### config.mk
export PLATFORM = sky130hd
export DESIGN_NAME = sxs_exec
export DESIGN_NICKNAME = d
export VERILOG_FILES = /design/src/verilog/sxs_pkg.sv /design/src/verilog/sxs_exec.sv
export SDC_FILE = /design/constraint.sdc
export NUM_CORES = 1
export LEC_CHECK = 0
export BUFFER_PORTS_ARGS = -buffer_cell sky130_fd_sc_hd__buf_2
export CAP_MARGIN = 20
export CORE_MARGIN = 3
export CORE_UTILIZATION = 55
export DETAILED_ROUTE_END_ITERATION = 10
export GPL_TIMING_DRIVEN = 0
export PLACE_DENSITY = 0.81
export SLEW_MARGIN = 20
export SYNTH_ARGS = -nofsm -noshare
export SYNTH_HDL_FRONTEND = slang
export SYNTH_SLANG_ARGS = --single-unit
### constraint.sdc
create_clock -name core_clk_in -period 4.09 [get_ports core_clk_in]
set_input_delay 1.227 -clock core_clk_in [delete_from_list [all_inputs] [get_ports core_clk_in]]
set_output_delay 1.227 -clock core_clk_in [all_outputs]
set_load 0.05 [all_outputs]
### src/verilog/sxs_pkg.sv
package sxs_pkg;

  // ------------------------------------------------------------
  // widths and operand codes
  // ------------------------------------------------------------
  localparam int          DATA_W       = 8;
  localparam int          ADDR_W       = 7;
  localparam int          WDT_W        = 16;
  localparam int          PRE_W        = 8;
  localparam logic [2:0]  DIR_PORT_A   = 3'h5;
  localparam logic [2:0]  DIR_PORT_B   = 3'h6;
  localparam logic [2:0]  DIR_PORT_C   = 3'h7;
  localparam logic        DEST_ACC     = 1'h0;
  localparam logic        DEST_FILE    = 1'h1;

  // ------------------------------------------------------------
  // reset values and prescaler terminal count
  // ------------------------------------------------------------
  localparam logic [7:0]  ACC_RST      = 8'h00;
  localparam logic [7:0]  DIR_RST      = 8'hff;
  localparam logic [15:0] WDT_RST      = 16'h0000;
  localparam logic [7:0]  PRE_RST      = 8'h00;
  localparam logic [7:0]  PRE_TERM     = 8'hff;

  // ------------------------------------------------------------
  // operations and carriers
  // ------------------------------------------------------------
  typedef enum logic [3:0] {
    SXS_OP_NONE,
    SXS_OP_SLEEP,
    SXS_OP_SUB_FILE,
    SXS_OP_SUB_LIT,
    SXS_OP_SUB_BORROW,
    SXS_OP_NIBBLE_EXCHANGE,
    SXS_OP_LOAD_DIR,
    SXS_OP_XOR_LIT,
    SXS_OP_XOR_FILE
  } sxs_op_e;

  typedef struct packed {
    logic             valid;
    sxs_op_e          op;
    logic             dest;
    logic [6:0]       file_addr;
    logic [7:0]       file_data;
    logic [7:0]       literal;
  } sxs_instr_s;

  typedef struct packed {
    logic             carry;
    logic             nibble_carry_flag;
    logic             zero;
    logic             sleep_entered_flag_n;
    logic             watchdog_expiry_flag_n;
  } sxs_status_s;

  typedef struct packed {
    logic             we;
    logic [6:0]       addr;
    logic [7:0]       data;
  } sxs_file_wr_s;

  localparam sxs_status_s STATUS_RST = '{carry: 1'b0, nibble_carry_flag: 1'b0, zero: 1'b0,
                                         sleep_entered_flag_n: 1'b1,
                                         watchdog_expiry_flag_n: 1'b1};

endpackage

### src/verilog/sxs_exec.sv
`timescale 1ns/100ps
// Behaviour
// - sleep clears the watchdog count and its prescaler to zero.
// - sleep clears the active-low power-down flag and sets the active-low expiry flag.
// - subtract from file gives file minus accumulator, dest 0 to acc, 1 to file.
// - subtract from literal gives literal minus accumulator, always into the acc.
// - subtract with borrow gives file minus acc minus inverted carry, to dest.
// - nibble exchange swaps the two halves of the file value into the destination.
// - load direction copies acc to port a, b or c direction for operand 5, 6, 7, flags kept.
// - xor literal puts acc xor literal into the acc and changes only the zero flag.
// - xor file puts acc xor file into the destination chosen by the dest bit.
module sxs_exec
  import sxs_pkg::*;
#(
  parameter int WDT_WIDTH = WDT_W
) (
  input  wire logic                  core_clk_in,
  input  wire logic                  arst_n_in,
  input  wire logic                  instr_cycle_en_in,
  input  wire sxs_pkg::sxs_instr_s   instr_in,
  input  wire logic                  wdt_enable_in,
  output logic [7:0]                 acc_out,
  output sxs_pkg::sxs_status_s       status_out,
  output sxs_pkg::sxs_file_wr_s      file_wr_out,
  output logic [7:0]                 port_a_direction_out,
  output logic [7:0]                 port_b_direction_out,
  output logic [7:0]                 port_c_direction_out,
  output logic [WDT_WIDTH-1:0]       watchdog_count_out,
  output logic [7:0]                 watchdog_prescale_out,
  output logic                       sleeping_out
);
  import sxs_pkg::*;

  // ------------------------------------------------------------
  // arithmetic and operand decode helpers
  // ------------------------------------------------------------
  // a - b - borrow; bit 8 is carry (no borrow), bit 9 the nibble carry
  function automatic logic [9:0] sub_op(input logic [7:0] a, input logic [7:0] b,
                                        input logic borrow);
    logic [8:0] full;
    logic [4:0] low;
    full = {1'b0, a} + {1'b0, ~b} + {8'h00, ~borrow};
    low  = {1'b0, a[3:0]} + {1'b0, ~b[3:0]} + {4'h0, ~borrow};
    sub_op = {low[4], full};
  endfunction

  // load direction operand: one-hot c, b, a; any other operand selects none
  function automatic logic [2:0] dir_select(input logic [6:0] operand);
    dir_select = {operand == 7'(DIR_PORT_C), operand == 7'(DIR_PORT_B),
                  operand == 7'(DIR_PORT_A)};
  endfunction

  // ------------------------------------------------------------
  // state
  // ------------------------------------------------------------
  logic [7:0]           acc_q, acc_d;
  sxs_status_s          status_q, status_d;
  sxs_file_wr_s         wr_q, wr_d;
  logic [7:0]           dir_a_q, dir_a_d, dir_b_q, dir_b_d, dir_c_q, dir_c_d;
  logic [WDT_WIDTH-1:0] wdt_q, wdt_d;
  logic [7:0]           pre_q, pre_d;
  logic                 sleep_q, sleep_d;

  // ------------------------------------------------------------
  // decode
  // ------------------------------------------------------------
  logic       go;
  logic       sleep_go;
  logic [2:0] dir_sel;

  assign go       = instr_cycle_en_in & instr_in.valid;
  assign sleep_go = go && (instr_in.op == SXS_OP_SLEEP);
  assign dir_sel  = dir_select(instr_in.file_addr);

  // ------------------------------------------------------------
  // watchdog
  // ------------------------------------------------------------
  // ticks on the instruction clock; sleep wins over a tick in the same cycle
  always_comb begin
    wdt_d = wdt_q;
    pre_d = pre_q;
    if (instr_cycle_en_in && wdt_enable_in) begin
      pre_d = pre_q + 8'h01;
      if (pre_q == PRE_TERM) begin
        wdt_d = wdt_q + {{(WDT_WIDTH-1){1'b0}}, 1'b1};
      end
    end
    if (sleep_go) begin
      wdt_d = WDT_WIDTH'(WDT_RST);
      pre_d = PRE_RST;
    end
  end

  always_ff @(posedge core_clk_in or negedge arst_n_in) begin
    if (!arst_n_in) begin
      wdt_q <= WDT_WIDTH'(WDT_RST);
      pre_q <= PRE_RST;
    end else begin
      wdt_q <= wdt_d;
      pre_q <= pre_d;
    end
  end

  // ------------------------------------------------------------
  // execution
  // ------------------------------------------------------------
  always_comb begin
    logic [9:0] sr;
    logic [7:0] res;
    sr       = 10'h000;
    res      = 8'h00;
    acc_d    = acc_q;
    status_d = status_q;
    wr_d     = '{we: 1'b0, addr: instr_in.file_addr, data: 8'h00};
    dir_a_d  = dir_a_q;
    dir_b_d  = dir_b_q;
    dir_c_d  = dir_c_q;
    sleep_d  = sleep_q;
    if (go) begin
      unique case (instr_in.op)
        SXS_OP_SLEEP: begin
          status_d.sleep_entered_flag_n   = 1'b0;
          status_d.watchdog_expiry_flag_n = 1'b1;
          sleep_d = 1'b1;
        end
        SXS_OP_SUB_FILE, SXS_OP_SUB_LIT, SXS_OP_SUB_BORROW: begin
          if (instr_in.op == SXS_OP_SUB_FILE) begin
            sr = sub_op(instr_in.file_data, acc_q, 1'b0);
          end else if (instr_in.op == SXS_OP_SUB_LIT) begin
            sr = sub_op(instr_in.literal, acc_q, 1'b0);
          end else begin
            sr = sub_op(instr_in.file_data, acc_q, ~status_q.carry);
          end
          res = sr[7:0];
          status_d.zero              = (res == 8'h00);
          status_d.carry             = sr[8];
          status_d.nibble_carry_flag = sr[9];
          if (instr_in.op != SXS_OP_SUB_LIT && instr_in.dest == DEST_FILE) begin
            wr_d = '{we: 1'b1, addr: instr_in.file_addr, data: res};
          end else begin
            acc_d = res;
          end
        end
        SXS_OP_NIBBLE_EXCHANGE: begin
          res = {instr_in.file_data[3:0], instr_in.file_data[7:4]};
          if (instr_in.dest == DEST_FILE) begin
            wr_d = '{we: 1'b1, addr: instr_in.file_addr, data: res};
          end else begin
            acc_d = res;
          end
        end
        SXS_OP_LOAD_DIR: begin
          if (dir_sel[0]) begin
            dir_a_d = acc_q;
          end
          if (dir_sel[1]) begin
            dir_b_d = acc_q;
          end
          if (dir_sel[2]) begin
            dir_c_d = acc_q;
          end
        end
        SXS_OP_XOR_LIT: begin
          acc_d         = acc_q ^ instr_in.literal;
          status_d.zero = ((acc_q ^ instr_in.literal) == 8'h00);
        end
        SXS_OP_XOR_FILE: begin
          res           = acc_q ^ instr_in.file_data;
          status_d.zero = (res == 8'h00);
          if (instr_in.dest == DEST_FILE) begin
            wr_d = '{we: 1'b1, addr: instr_in.file_addr, data: res};
          end else begin
            acc_d = res;
          end
        end
        default: begin
          sleep_d = 1'b0;
        end
      endcase
      if (instr_in.op != SXS_OP_SLEEP) begin
        sleep_d = 1'b0;
      end
    end
  end

  always_ff @(posedge core_clk_in or negedge arst_n_in) begin
    if (!arst_n_in) begin
      acc_q    <= ACC_RST;
      status_q <= STATUS_RST;
      wr_q     <= '0;
      dir_a_q  <= DIR_RST;
      dir_b_q  <= DIR_RST;
      dir_c_q  <= DIR_RST;
      sleep_q  <= 1'b0;
    end else begin
      acc_q    <= acc_d;
      status_q <= status_d;
      wr_q     <= wr_d;
      dir_a_q  <= dir_a_d;
      dir_b_q  <= dir_b_d;
      dir_c_q  <= dir_c_d;
      sleep_q  <= sleep_d;
    end
  end

  // ------------------------------------------------------------
  // outputs
  // ------------------------------------------------------------
  assign acc_out               = acc_q;
  assign status_out            = status_q;
  assign file_wr_out           = wr_q;
  assign port_a_direction_out  = dir_a_q;
  assign port_b_direction_out  = dir_b_q;
  assign port_c_direction_out  = dir_c_q;
  assign watchdog_count_out    = wdt_q;
  assign watchdog_prescale_out = pre_q;
  assign sleeping_out          = sleep_q;

endmodule

# ---- After elaboration in Yosys (flattened, before gate mapping)
# Index checks and enable logic that the tools add are counted.
dict set report op_classes {
  add_sub_neg 12
  eq_ne 18
  mux 21
  bitwise_logic 5
  reduce_logical 21
}
# cell count
set ops {}
lappend ops {{$mux 16} 7}
lappend ops {{$pmux 16 s3} 1}
lappend ops {{$mux 10} 4}
lappend ops {{$mux 8} 5}
lappend ops {{$pmux 8 s4} 1}
lappend ops {{$logic_not 8->1} 3}
lappend ops {{$eq 7x3->1 const B} 3}
lappend ops {{$add 8x8->9} 2}
lappend ops {{$add 9x1->9 const B} 2}
lappend ops {{$add 16x1->16 const B} 1}
lappend ops {{$eq 4x3->1 const B} 4}
lappend ops {{$xor 8x8->8} 2}
lappend ops {{$add 4x4->5} 2}
lappend ops {{$add 5x1->5 const B} 2}
lappend ops {{$reduce_and 2->1} 5}
lappend ops {{$add 9x1->9} 1}
lappend ops {{$reduce_and 3->1} 3}
lappend ops {{$add 8x1->8 const B} 1}
lappend ops {{$eq 4x2->1 const B} 2}
lappend ops {{$eq 8x8->1 const B} 1}
lappend ops {{$not 8->8} 1}
lappend ops {{$reduce_or 7->1} 1}
lappend ops {{$ne 2x2->1 const B} 3}
lappend ops {{$add 5x1->5} 1}
lappend ops {{16 further kinds} 19}
dict set report word_totals {
  reg_bits 77
  inputBits 33
  out_inout_bits 78
  elab_cells 91
}

# ---- Longest topological paths before layout
# Gate-level depths: netlist (run 1).
dict set report depth {
  ltp_word 10
  depth_mapped 15
}

# ---- Worst setup path before layout (run 1)
# No wires, ideal clock.
dict set report synth_timing {
  kind {input-to-reg}
  startpoint {input port instr_in[8] (netlist bit)}
  endpoint {register status_q, in the netlist status_out[2]}
  arrival_ps 3717
  path_slack_ps 296
  path_stages 12
  path_buffers 0
  cell_sequence {ha_1 -> inv_1 -> fa_1 -> nand2b_1 -> a21o_4 -> xnor2_4 -> a2bb2oi_2 -> a21oi_1 -> xnor2_1 -> a211oi_1 -> or4_1 -> o21ai_1}
}
dict set report synth_between {
  elab_chain_len 8
  elab_cells_between_ends 11
  cone_classes {3 x add/sub; 5 x mux; 1 x bitwise; 2 x reduce/logical}
}
# item line_no
set synth_rtl {}
lappend synth_rtl {{start, declared} sxs_exec.sv:20} ;# input wire sxs_pkg::sxs_instr_s instr_in,
lappend synth_rtl {{$add 8x8->9} sxs_exec.sv:42} ;# full = {1'b0, a} + {1'b0, ~b} + {8'h00, ~borrow};
lappend synth_rtl {{$add 9x1->9} sxs_exec.sv:42}
lappend synth_rtl {{$mux 10} sxs_exec.sv:129} ;# end else if (instr_in.op == SXS_OP_SUB_LIT) begin
lappend synth_rtl {{$mux 10} sxs_exec.sv:127} ;# if (instr_in.op == SXS_OP_SUB_FILE) begin
lappend synth_rtl {{$mux 10} sxs_exec.sv:120} ;# unique case (instr_in.op)
lappend synth_rtl {{$mux 10} sxs_exec.sv:119} ;# if (go) begin
lappend synth_rtl {{$logic_not 8->1} sxs_exec.sv:135} ;# status_d.zero = (res == 8'h00);
lappend synth_rtl {{$pmux 1 s3 *} sxs_exec.sv:120}
lappend synth_rtl {{end signal, assigned} sxs_exec.sv:197} ;# status_q <= status_d;
lappend synth_rtl {{end, declared} sxs_exec.sv:57} ;# sxs_status_s status_q, status_d;
# Every way passes the cells marked *; elsewhere a longest branch is shown, timed or not. The select of a mux whose other input is x is not followed.
# A chain may end at the register's enable or synchronous reset.

# ---- Final worst setup path (run 1)
# Ends and elaborated chain as after synthesis.

==> results.sh, run 1 <==
export IMPL_outcome="finished clean"
export IMPL_cts_sinks=77
export IMPL_numPortBuffers=103
export IMPL_drt_first_pass_iters=5
export IMPL_r2r_start="acc_out[0]$_DFFE_PN0P_"
export IMPL_critPathMaxFanout=5
export IMPL_n_fill_cell=703
export IMPL_synthesis_nets=578
export IMPL_p_sw_share_pct=48.5
export IMPL_num_rows=33
export IMPL_ff2ff_path_depth=13
export IMPL_grt_first_pass_wirelength_mm=20.7
export IMPL_first_iter_violations=309
export IMPL_synth_distinct_cells=69
export IMPL_synth_edf_count=0
export IMPL_end_kind="flip-flop"
export IMPL_path_clk_slew_ns=0.09
export IMPL_maxSlewHeadroom_pct=40.7
export IMPL_cts_tree="done"
export IMPL_final_cell_mix="buf_2, nor2_1, nand2_1, dfrtp_1, o21ai_0"
export IMPL_finalSetupViolations=0
export IMPL_combPwrFrac_pct=58.5
export IMPL_final_common_cell="buf_2"
export IMPL_synthArstFlopShare_pct=100
export IMPL_initial_core_util_pct=57.7
export IMPL_reg2reg_setup_slack_ns=0.51
export IMPL_syn_cell_area_sq_um=4840
export IMPL_crit_end="status_out[2]$_DFFE_PN0P_"
export IMPL_fmax_mhz=257
export IMPL_power_density_nw_per_um2=639
export IMPL_power_switching_mw=1.77
export IMPL_crit_start="instr_in[8]"
export IMPL_fin_tns_setup_ns=0
export IMPL_ctsResizeCount=0
export IMPL_p_int_mw=1.89
export IMPL_wl_mm=12.9
export IMPL_finalNonFillerCells=747
export IMPL_n_antenna_cell=0
export IMPL_die_y_um=99.8
export IMPL_ios=111
export IMPL_place_ws_ns=-0.147
export IMPL_numCtsBuffers=9
export IMPL_grt_pass1_vias=4184
export IMPL_p_leak_nw=2.69
export IMPL_die_w_um=99.8
export IMPL_ir_drop_uv=452
export IMPL_hold_path_class="flip-flop to flip-flop"
export IMPL_grt_max_degree=55
export IMPL_path_class="input port to flip-flop"
export IMPL_synth_area_per_cell_sq_um=9.27
export IMPL_final_nets=693
export IMPL_num_vias=4340
export IMPL_seq_area_sq_um=1960
export IMPL_cts_buffer_depth=2
export IMPL_hold_violations=0
export IMPL_die_area_sq_um=9960
export IMPL_power_mw=3.66
export IMPL_slew_violations=0
export IMPL_yosysWarnings=0
export IMPL_htree_levels=3
export IMPL_synth_ff_type="dfrtp_1"
export IMPL_grt_usage_pct=26.3
export IMPL_wire_per_inst_um=17.2
export IMPL_cts_setup_buffers=0
export IMPL_dpl_cell_count=731
export IMPL_drc_errors=0
export IMPL_postSynthCellCount=522
export IMPL_multi_input_area_sq_um=2680
export IMPL_final_min_clock_period_ns=3.89
export IMPL_ys_seq_elements=77
export IMPL_worstSkewPairLatency_ns=0.35
export IMPL_grt_setup_unrepaired="false"
export IMPL_antenna_found_initial=0
export IMPL_fin_worst_skew_ns=0.0168
export IMPL_holdWs_ns=0.482
export IMPL_dpl_hpwl_mm=10.1
export IMPL_cap_violations=0
export IMPL_critPathRequiredTime_ns=4.35
export IMPL_gp_congestion=0.996
export IMPL_power_frac_seq_pct=25.3
export IMPL_cp_start_kind="input port"
export IMPL_arrival_ns=4.16
export IMPL_syn_to_final_growth_pct=18.4
export IMPL_cts_root_buf="clkbuf_8"
export IMPL_tightest_slew_ns=0.882
export IMPL_routed_via_density=5.81
export IMPL_clkPwrFrac_pct=16.2
export IMPL_fin_ws_ns=0.199
export IMPL_r2r_end="status_out[2]$_DFFE_PN0P_"
export IMPL_core_sq_um=8380
export IMPL_cts_hold_buf=0
export IMPL_detail_route_antenna_nets=0
export IMPL_overflow=0
export IMPL_finalCritPeriodShare_pct=95.1
export IMPL_ys_seq_area_share_pct=40.5
export IMPL_drive_gt1_share_pct=28.5
==> registers in the layout, summed over array words and instances, names as in the netlist <==
name and count:
watchdog_count_out 16, port_c_direction_out 8, port_b_direction_out 8, watchdog_prescale_out 8
sleeping_out 1, port_a_direction_out 8, file_wr_out 16, acc_out 8
status_out 4
==> stage by stage <==
step                util [%]  cell area, sq um
global route            68.3              5730
CTS                     68.3              5730
floorplan                  -              4840
detailed placement      65.9              5520
finish                  68.3              5730
global placement        65.4              5480
==> per-layer routing <==
metal,wire length (um),part of all wire (%),track usage [%]
met4,237,1.8,8.51
met1,5420,42,34.8
met5,0,0,0
met2,6240,48,44.2
met3,970,7.5,4.24
==> worst min-delay path by stage <==
stage / start / endpoint / slack (ns) / cells after the start
2_1_floorplan: port_c_direction_out[6]$_DFFE_PN1P_ / port_c_direction_out[6]$_DFFE_PN1P_ / 0.59 / 2
3_3_place_gp: port_b_direction_out[3]$_DFFE_PN1P_ / port_b_direction_out[3]$_DFFE_PN1P_ / 0.47 / 2
3_5_place_dp: sleeping_out$_DFFE_PN0P_ / sleeping_out$_DFFE_PN0P_ / 0.47 / 1
4_1_cts: sleeping_out$_DFFE_PN0P_ / sleeping_out$_DFFE_PN0P_ / 0.49 / 1
5_1_grt: status_out[1]$_DFFE_PN1P_ / status_out[1]$_DFFE_PN1P_ / 0.50 / 1
6_report: port_c_direction_out[4]$_DFFE_PN1P_ / port_c_direction_out[4]$_DFFE_PN1P_ / 0.48 / 2
==> worst max-delay path, stage by stage <==
cell       delay (ns)
buf_2            0.10
ha_1             0.21
inv_1            0.07
fa_1             0.46
nand2b_1         0.26
a21o_4           0.27
xnor2_4          0.16
a2bb2oi_2        0.28
a21oi_1          0.13
xnor2_1          0.16
a211oi_1         0.14
or4_1            0.53
o21ai_1          0.16
==> kinds of logic (layout without fill, tap and decap cells) <==
| group | Yosys count | in the layout | synth area share [%] |
|---|---|---|---|
| AOI/OAI and AO/OA | 123 | 123 | 17.1 |
| DFF | 77 | 77 | 40.5 |
| muxes | 14 | 14 | 3.13 |
| buffers and inverters | 43 | 163 | 4.19 |
| adders and majority gates | 23 | 23 | 6.26 |
| xor gates and xnor gates | 46 | 46 | 8.87 |
| other | 1 | 1 | 0.0775 |
| and+or+nand+nor | 195 | 195 | 19.9 |
==> power groups by stage <==
stage,Clock [mW],Combinational [mW],Sequential (mW)
floorplan,0,1.33,1.20
global placement,0,2.06,0.930
detailed placement,0,2.11,0.936
CTS,0.604,2.12,0.923
global route,0.641,2.30,0.936
finish,0.594,2.14,0.924
==> synthesized netlist by cell type (4+ instances only) <==
master    count  area [sq um]
nand2_1      52           195
nand3_1      13          65.1
mux2i_1       5          50.1
buf_2         6          30.0
o21ai_0      41           205
clkbuf_1     14          52.6
xnor2_1      23           201
and3_1        5          31.3
nor3_1        5          25.0
nand2b_1      6          37.5
nor2_1       63           236
a211oi_1      8          60.1
a21oi_1      29           145
ha_1         21           263
a21o_1        7          52.6
dfrtp_1      52          1300
or3_1         7          43.8
mux2_2        9           101
dfstp_2      25           657
nand4_1      11          68.8
a22oi_1       7          52.6
xor2_1       21           184
nor2b_1       8          50.1
inv_1        17          63.8
buf_6         4          45.0
==> layout make-up <==
class	count	area share, %
buffer	25	2.36
clock inverter	7	1.42
inverter	18	1.18
timing repair buffer	104	9.53
tap	105	2.29
multi-input combinational	402	46.9
clock buffer	9	2.16
sequential	77	34.2
(Power assumes the default switching activity.)
==> run 2: changes to the inputs <==
--- a/config.mk
+++ b/config.mk
@@ -7,7 +7,7 @@
 export LEC_CHECK = 0
 export BUFFER_PORTS_ARGS = -buffer_cell sky130_fd_sc_hd__buf_2
 export CAP_MARGIN = 20
-export CORE_MARGIN = 3
+export CORE_MARGIN = 2
 export CORE_UTILIZATION = 55
 export DETAILED_ROUTE_END_ITERATION = 10
 export GPL_TIMING_DRIVEN = 0
==> run 2 against run 1 <==
- utilization fell by 2.3 points
- via count shrank 1.2%
- clock skew decreased by 0.0093 ns
- total power is 1.6% lower
- first-iteration DRC count shrank 23%
- sequential share of layout area is 0.13 points higher
- critical path type unchanged
- combinational power hardly changed
- sequential power up 0.4%
- hold slack better by 0.0027 ns
==> results.sh, run 2 (synthesis gave the netlist of run 1 again) <==
export IMPL_die_area_sq_um=9560
export IMPL_cts_sinks=77
export IMPL_maxSlewHeadroom_pct=38.2
export IMPL_num_vias=4290
export IMPL_die_w_um=97.8
export IMPL_finalSetupViolations=0
export IMPL_cts_buffer_depth=2
export IMPL_antenna_found_initial=0
export IMPL_wl_mm=12.9
export IMPL_combPwrFrac_pct=59.1
export IMPL_stdcell_area_sq_um=5700
export IMPL_tightest_slew_ns=0.919
export IMPL_core_sq_um=8640
export IMPL_drt_first_pass_iters=5
export IMPL_slowest_stage="a211oi_1"
export IMPL_power_mw=3.60
export IMPL_cts_setup_buffers=0
export IMPL_critPathRequiredTime_ns=4.37
export IMPL_syn_to_final_growth_pct=17.9
export IMPL_cts_root_buf="clkbuf_8"
export IMPL_p_int_mw=1.82
export IMPL_path_class="input port to flip-flop"
export IMPL_p_leak_nw=2.68
export IMPL_wire_per_inst_um=17.2
export IMPL_place_ws_ns=-0.0961
export IMPL_initial_core_util_pct=56.0
export IMPL_critical_path_max_stage_delay_ns=0.54
export IMPL_finalCritPeriodShare_pct=94.6
export IMPL_dpl_hpwl_mm=10.1
export IMPL_ios=111
export IMPL_grt_setup_unrepaired="false"
export IMPL_grt_max_degree=55
export IMPL_final_cell_mix="buf_2, nor2_1, nand2_1, dfrtp_1, o21ai_0"
export IMPL_final_min_clock_period_ns=3.87
export IMPL_num_rows=34
export IMPL_numPortBuffers=103
export IMPL_outcome="finished clean"
export IMPL_fin_ws_ns=0.220
export IMPL_drive_gt1_share_pct=28.5
export IMPL_first_iter_violations=238
export IMPL_cts_hold_buf=0
export IMPL_path_clk_slew_ns=0.09
export IMPL_hold_path_class="flip-flop to flip-flop"
export IMPL_power_switching_mw=1.78
export IMPL_dpl_cell_area_sq_um=5520
export IMPL_slew_violations=0
export IMPL_p_sw_share_pct=49.5
export IMPL_path_cells="buf_2 > ha_1 > inv_1 > fa_1 > nand2b_1 > a21o_4 > xnor2_4 > a2bb2oi_2 > a21oi_1 > xnor2_1 > a211oi_1 > a211oi_1 > a21oi_1"
export IMPL_cts_tree="done"
export IMPL_dpl_cell_count=734
export IMPL_overflow=0
export IMPL_grt_first_pass_wirelength_mm=20.8
export IMPL_hold_violations=0
export IMPL_clkPwrFrac_pct=15.2
export IMPL_die_y_um=97.8
export IMPL_power_frac_seq_pct=25.8
export IMPL_grt_usage_pct=27.3
export IMPL_ctsResizeCount=0
export IMPL_detail_route_antenna_nets=0
export IMPL_critPathMaxFanout=5
export IMPL_n_antenna_cell=0
export IMPL_gp_congestion=0.954
export IMPL_cap_violations=0
export IMPL_holdWs_ns=0.485
export IMPL_worstSkewPairLatency_ns=0.35
export IMPL_final_nets=693
export IMPL_grt_pass1_vias=4034
export IMPL_end_kind="flip-flop"
export IMPL_finalNonFillerCells=750
export IMPL_htree_levels=3
export IMPL_power_density_nw_per_um2=631
export IMPL_drc_errors=0
export IMPL_ir_drop_uv=410
export IMPL_fin_worst_skew_ns=0.00758
export IMPL_cp_start_kind="input port"
export IMPL_arrival_ns=4.15
export IMPL_routed_via_density=5.72
export IMPL_numCtsBuffers=9
export IMPL_fmax_mhz=258
export IMPL_final_common_cell="buf_2"
[run 2: final cells by class]
type	instances	area, sq um
fill	744	2930
inverter	18	67.6
timing repair buffer	104	546
clock buffer	9	124
tap	108	135
sequential	77	1960
multi-input combinational	402	2680
buffer	25	135
clock inverter	7	56.3
[run 2: worst paths after layout]
| path | start | endpoint | slack, ns | depth (start not counted) |
|---|---|---|---|---|
| min in group asynchronous | arst_n_in | watchdog_prescale_out[7]$_DFFE_PN0P_ | 0.77 | 1 |
| max in group asynchronous | arst_n_in | port_a_direction_out[5]$_DFFE_PN1P_ | 2.69 | 2 |
| worst min register to register | port_b_direction_out[1]$_DFFE_PN1P_ | port_b_direction_out[1]$_DFFE_PN1P_ | 0.48 | 2 |
| worst max-delay path | instr_in[8] | acc_out[6]$_DFFE_PN0P_ | 0.22 | 13 |
| worst min-delay path | port_b_direction_out[1]$_DFFE_PN1P_ | port_b_direction_out[1]$_DFFE_PN1P_ | 0.48 | 2 |
| worst max register to register | acc_out[0]$_DFFE_PN0P_ | acc_out[6]$_DFFE_PN0P_ | 0.53 | 13 |
[run 2: stage by stage]
stage,setup TNS (ns),utilization [%]
final,0,66.1
after global routing,0,66.1
after CTS,0,66.1
after detailed placement,-0.249,64.0
after global placement,-0.0985,63.5
after floorplan,0,-
[run 2: worst max-delay path, delay by kind of cell]
kind	cells	cell delay, ns
simple gates	1	0.26
xor+xnor	2	0.30
compound gates	6	1.55
fa+ha+maj	2	0.64
buf+inv	2	0.17
[run 2: power groups by stage]
stage | clock (mW) | combinational (mW) | sequential (mW)
after CTS | 0.558 | 2.11 | 0.928
after floorplan | 0 | 1.33 | 1.20
after detailed placement | 0 | 2.09 | 0.940
after global routing | 0.589 | 2.28 | 0.940
after global placement | 0 | 2.04 | 0.937
final | 0.546 | 2.13 | 0.928
[run 2: per-layer routing]
metal	share of wire (%)	vias to the layer above	GRT usage [%]	routed length [um]
met2	47	177	44.1	6100
met4	1.5	0	7.91	193
met3	7.0	18	5.08	909
met5	0	-	0	0
li1	-	2060	-	-
met1	44	2035	38.0	5700
==> run 3: changes to the inputs <==
--- a/config.mk
+++ b/config.mk
@@ -11,6 +11,7 @@
 export CORE_UTILIZATION = 55
 export DETAILED_ROUTE_END_ITERATION = 10
 export GPL_TIMING_DRIVEN = 0
+export MAX_ROUTING_LAYER = met4
 export PLACE_DENSITY = 0.81
 export SLEW_MARGIN = 20
 export SYNTH_ARGS = -nofsm -noshare
==> run 3 against run 2 <==
- design area is the same
- total power is 0.11% lower
- register-to-register slack gained 0.06 ns
- wire length increased by 0.67%
- maximum frequency grew 0.76%
- die area did not move
- sequential power barely moved
- utilization stayed put
- clock skew increased by 0.0092 ns
- flip-flop and latch count is the same
- critical path depth increased by 1
- clock power about the same
- largest power group unchanged
==> results.sh, run 3 (synthesis gave the netlist of run 1 again) <==
export IMPL_outcome="finished clean"
export IMPL_power_density_nw_per_um2=630
export IMPL_slew_violations=0
export IMPL_overflow=0
export IMPL_wire_per_inst_um=17.3
export IMPL_initial_core_util_pct=56.0
export IMPL_syn_to_final_growth_pct=17.9
export IMPL_gp_congestion=0.960
export IMPL_num_vias=4358
export IMPL_grt_usage_pct=28.7
export IMPL_cts_buffer_depth=2
export IMPL_cts_tree="done"
export IMPL_worstSkewPairLatency_ns=0.36
export IMPL_path_clk_slew_ns=0.09
export IMPL_p_int_mw=1.82
export IMPL_dpl_cell_area_sq_um=5520
export IMPL_core_sq_um=8640
export IMPL_clkPwrFrac_pct=15.1
export IMPL_arrival_ns=4.14
export IMPL_drive_gt1_share_pct=28.5
export IMPL_critical_path_max_stage_delay_ns=0.48
export IMPL_num_rows=34
export IMPL_cts_root_buf="clkbuf_8"
export IMPL_final_cell_mix="buf_2, nor2_1, nand2_1, dfrtp_1, o21ai_0"
export IMPL_top_layer_used="met4"
export IMPL_wirelength_met1_mm=5.59
export IMPL_stdcell_area_sq_um=5700
export IMPL_maxSlewHeadroom_pct=40.4
export IMPL_power_frac_seq_pct=25.9
export IMPL_dr_wl_met2_mm=6.15
export IMPL_critPathRequiredTime_ns=4.39
export IMPL_r2r_start="acc_out[0]$_DFFE_PN0P_"
export IMPL_die_w_um=97.8
export IMPL_cts_setup_buffers=0
export IMPL_combPwrFrac_pct=59.0
export IMPL_n_fill_cell=747
export IMPL_cts_hold_buf=0
export IMPL_cp_common_cell="buf_2"
export IMPL_ir_drop_uv=420
export IMPL_detail_route_antenna_nets=0
export IMPL_finalSetupViolations=0
export IMPL_final_nets=693
export IMPL_drt_first_pass_iters=5
export IMPL_dpl_cell_count=734
export IMPL_ff2ff_path_depth=14
export IMPL_power_mw=3.60
export IMPL_cp_start_kind="input port"
export IMPL_cp_num_cells=14
export IMPL_grt_setup_unrepaired="false"
export IMPL_grt_max_degree=51
export IMPL_place_ws_ns=-0.0913
export IMPL_cts_sinks=77
export IMPL_wl_mm=13.0
export IMPL_first_iter_violations=282
export IMPL_final_common_cell="buf_2"
export IMPL_crit_end="status_out[2]$_DFFE_PN0P_"
export IMPL_grt_pass1_vias=4248
export IMPL_antenna_found_initial=0
export IMPL_seq_area_sq_um=1960
export IMPL_dpl_hpwl_mm=10.2
export IMPL_fin_util_pct=66.1
export IMPL_numPortBuffers=103
export IMPL_grt_first_pass_wirelength_mm=21.5
export IMPL_ctsResizeCount=0
export IMPL_finalNonFillerCells=750
export IMPL_path_cells="buf_2 > ha_1 > inv_1 > fa_1 > xnor2_1 > nand2_1 > or3_1 > buf_2 > xor2_1 > nor2_1 > a211oi_1 > a21oi_1 > or4_1 > o21ai_1"
export IMPL_drc_errors=0
export IMPL_die_area_sq_um=9560
export IMPL_hold_path_class="flip-flop to flip-flop"
export IMPL_fin_ws_ns=0.249
export IMPL_die_y_um=97.8
export IMPL_p_sw_share_pct=49.4
export IMPL_fin_worst_skew_ns=0.0168
export IMPL_end_kind="flip-flop"
export IMPL_critPathTopFamily="simple AND/OR/NAND/NOR gates"
export IMPL_ios=111
export IMPL_path_buf_inv=3
export IMPL_n_antenna_cell=0
export IMPL_reg2reg_setup_slack_ns=0.59
export IMPL_hold_violations=0
export IMPL_tightest_slew_ns=0.886
export IMPL_cap_violations=0
export IMPL_routed_via_density=5.81
export IMPL_finalCritPeriodShare_pct=93.9
export IMPL_slowest_stage="or4_1"
export IMPL_crit_start="instr_in[8]"
export IMPL_critPathMaxFanout=5
export IMPL_path_class="input port to flip-flop"
export IMPL_htree_levels=3
export IMPL_wl_met3_mm=1.00
export IMPL_fmax_mhz=260
export IMPL_p_leak_nw=2.68
export IMPL_r2r_end="status_out[2]$_DFFE_PN0P_"
export IMPL_multi_input_area_sq_um=2680
export IMPL_power_switching_mw=1.77
export IMPL_final_min_clock_period_ns=3.84
export IMPL_numCtsBuffers=9
[run 3: cell counts in the layout (fill, tap and decap cells not counted)]
No cell type changed its count.
[run 3: cell type report]
cell class              count  area share, %
clock buffers               9           2.17
flip-flops and latches     77           34.3
well taps                 108           2.37
repair buffers            104           9.56
plain buffers              25           2.37
clock inverters             7          0.987
inverters                  18           1.18
multi-input cells         402           47.0
[run 3: worst min-delay path: cells and delay by family (launching register included)]
| kind | cells | cell delay, ns |
|---|---|---|
| flip-flops | 1 | 0.38 |
| AO/OA/AOI/OAI | 1 | 0.06 |
| AND/OR/NAND/NOR | 1 | 0.04 |
[run 3: how the worst min path moves through the flow]
stage	to	depth (start not counted)	startpoint	slack, ns
after floorplan	port_c_direction_out[6]$_DFFE_PN1P_	2	port_c_direction_out[6]$_DFFE_PN1P_	0.59
after global placement	port_c_direction_out[5]$_DFFE_PN1P_	2	port_c_direction_out[5]$_DFFE_PN1P_	0.47
after detailed placement	sleeping_out$_DFFE_PN0P_	1	sleeping_out$_DFFE_PN0P_	0.47
after CTS	port_c_direction_out[4]$_DFFE_PN1P_	2	port_c_direction_out[4]$_DFFE_PN1P_	0.49
after global routing	status_out[1]$_DFFE_PN1P_	1	status_out[1]$_DFFE_PN1P_	0.51
final	port_c_direction_out[4]$_DFFE_PN1P_	2	port_c_direction_out[4]$_DFFE_PN1P_	0.48
[run 3: per-layer routing]
| layer | up-vias | track usage (%) |
|---|---|---|
| li1 | 2049 | - |
| met1 | 2103 | 38.3 |
| met2 | 184 | 44.9 |
| met3 | 22 | 5.80 |
| met4 | 0 | 8.65 |
| met5 | - | - |
[run 3: per-stage QoR]
step                      TNS (ns)  hold slack, ns
final                            0           0.480
after global routing             0           0.505
after CTS                        0           0.488
after detailed placement    -0.167           0.474
after global placement      -0.104           0.469
after floorplan                  0           0.591
[run 3: power groups by stage]
stage / logic [mW] / registers, mW / clock network [mW]
4_1_cts: 2.11 / 0.929 / 0.555
6_report: 2.12 / 0.930 / 0.544
3_3_place_gp: 2.05 / 0.937 / 0
3_5_place_dp: 2.10 / 0.942 / 0
5_1_grt: 2.29 / 0.943 / 0.586
2_1_floorplan: 1.33 / 1.20 / 0
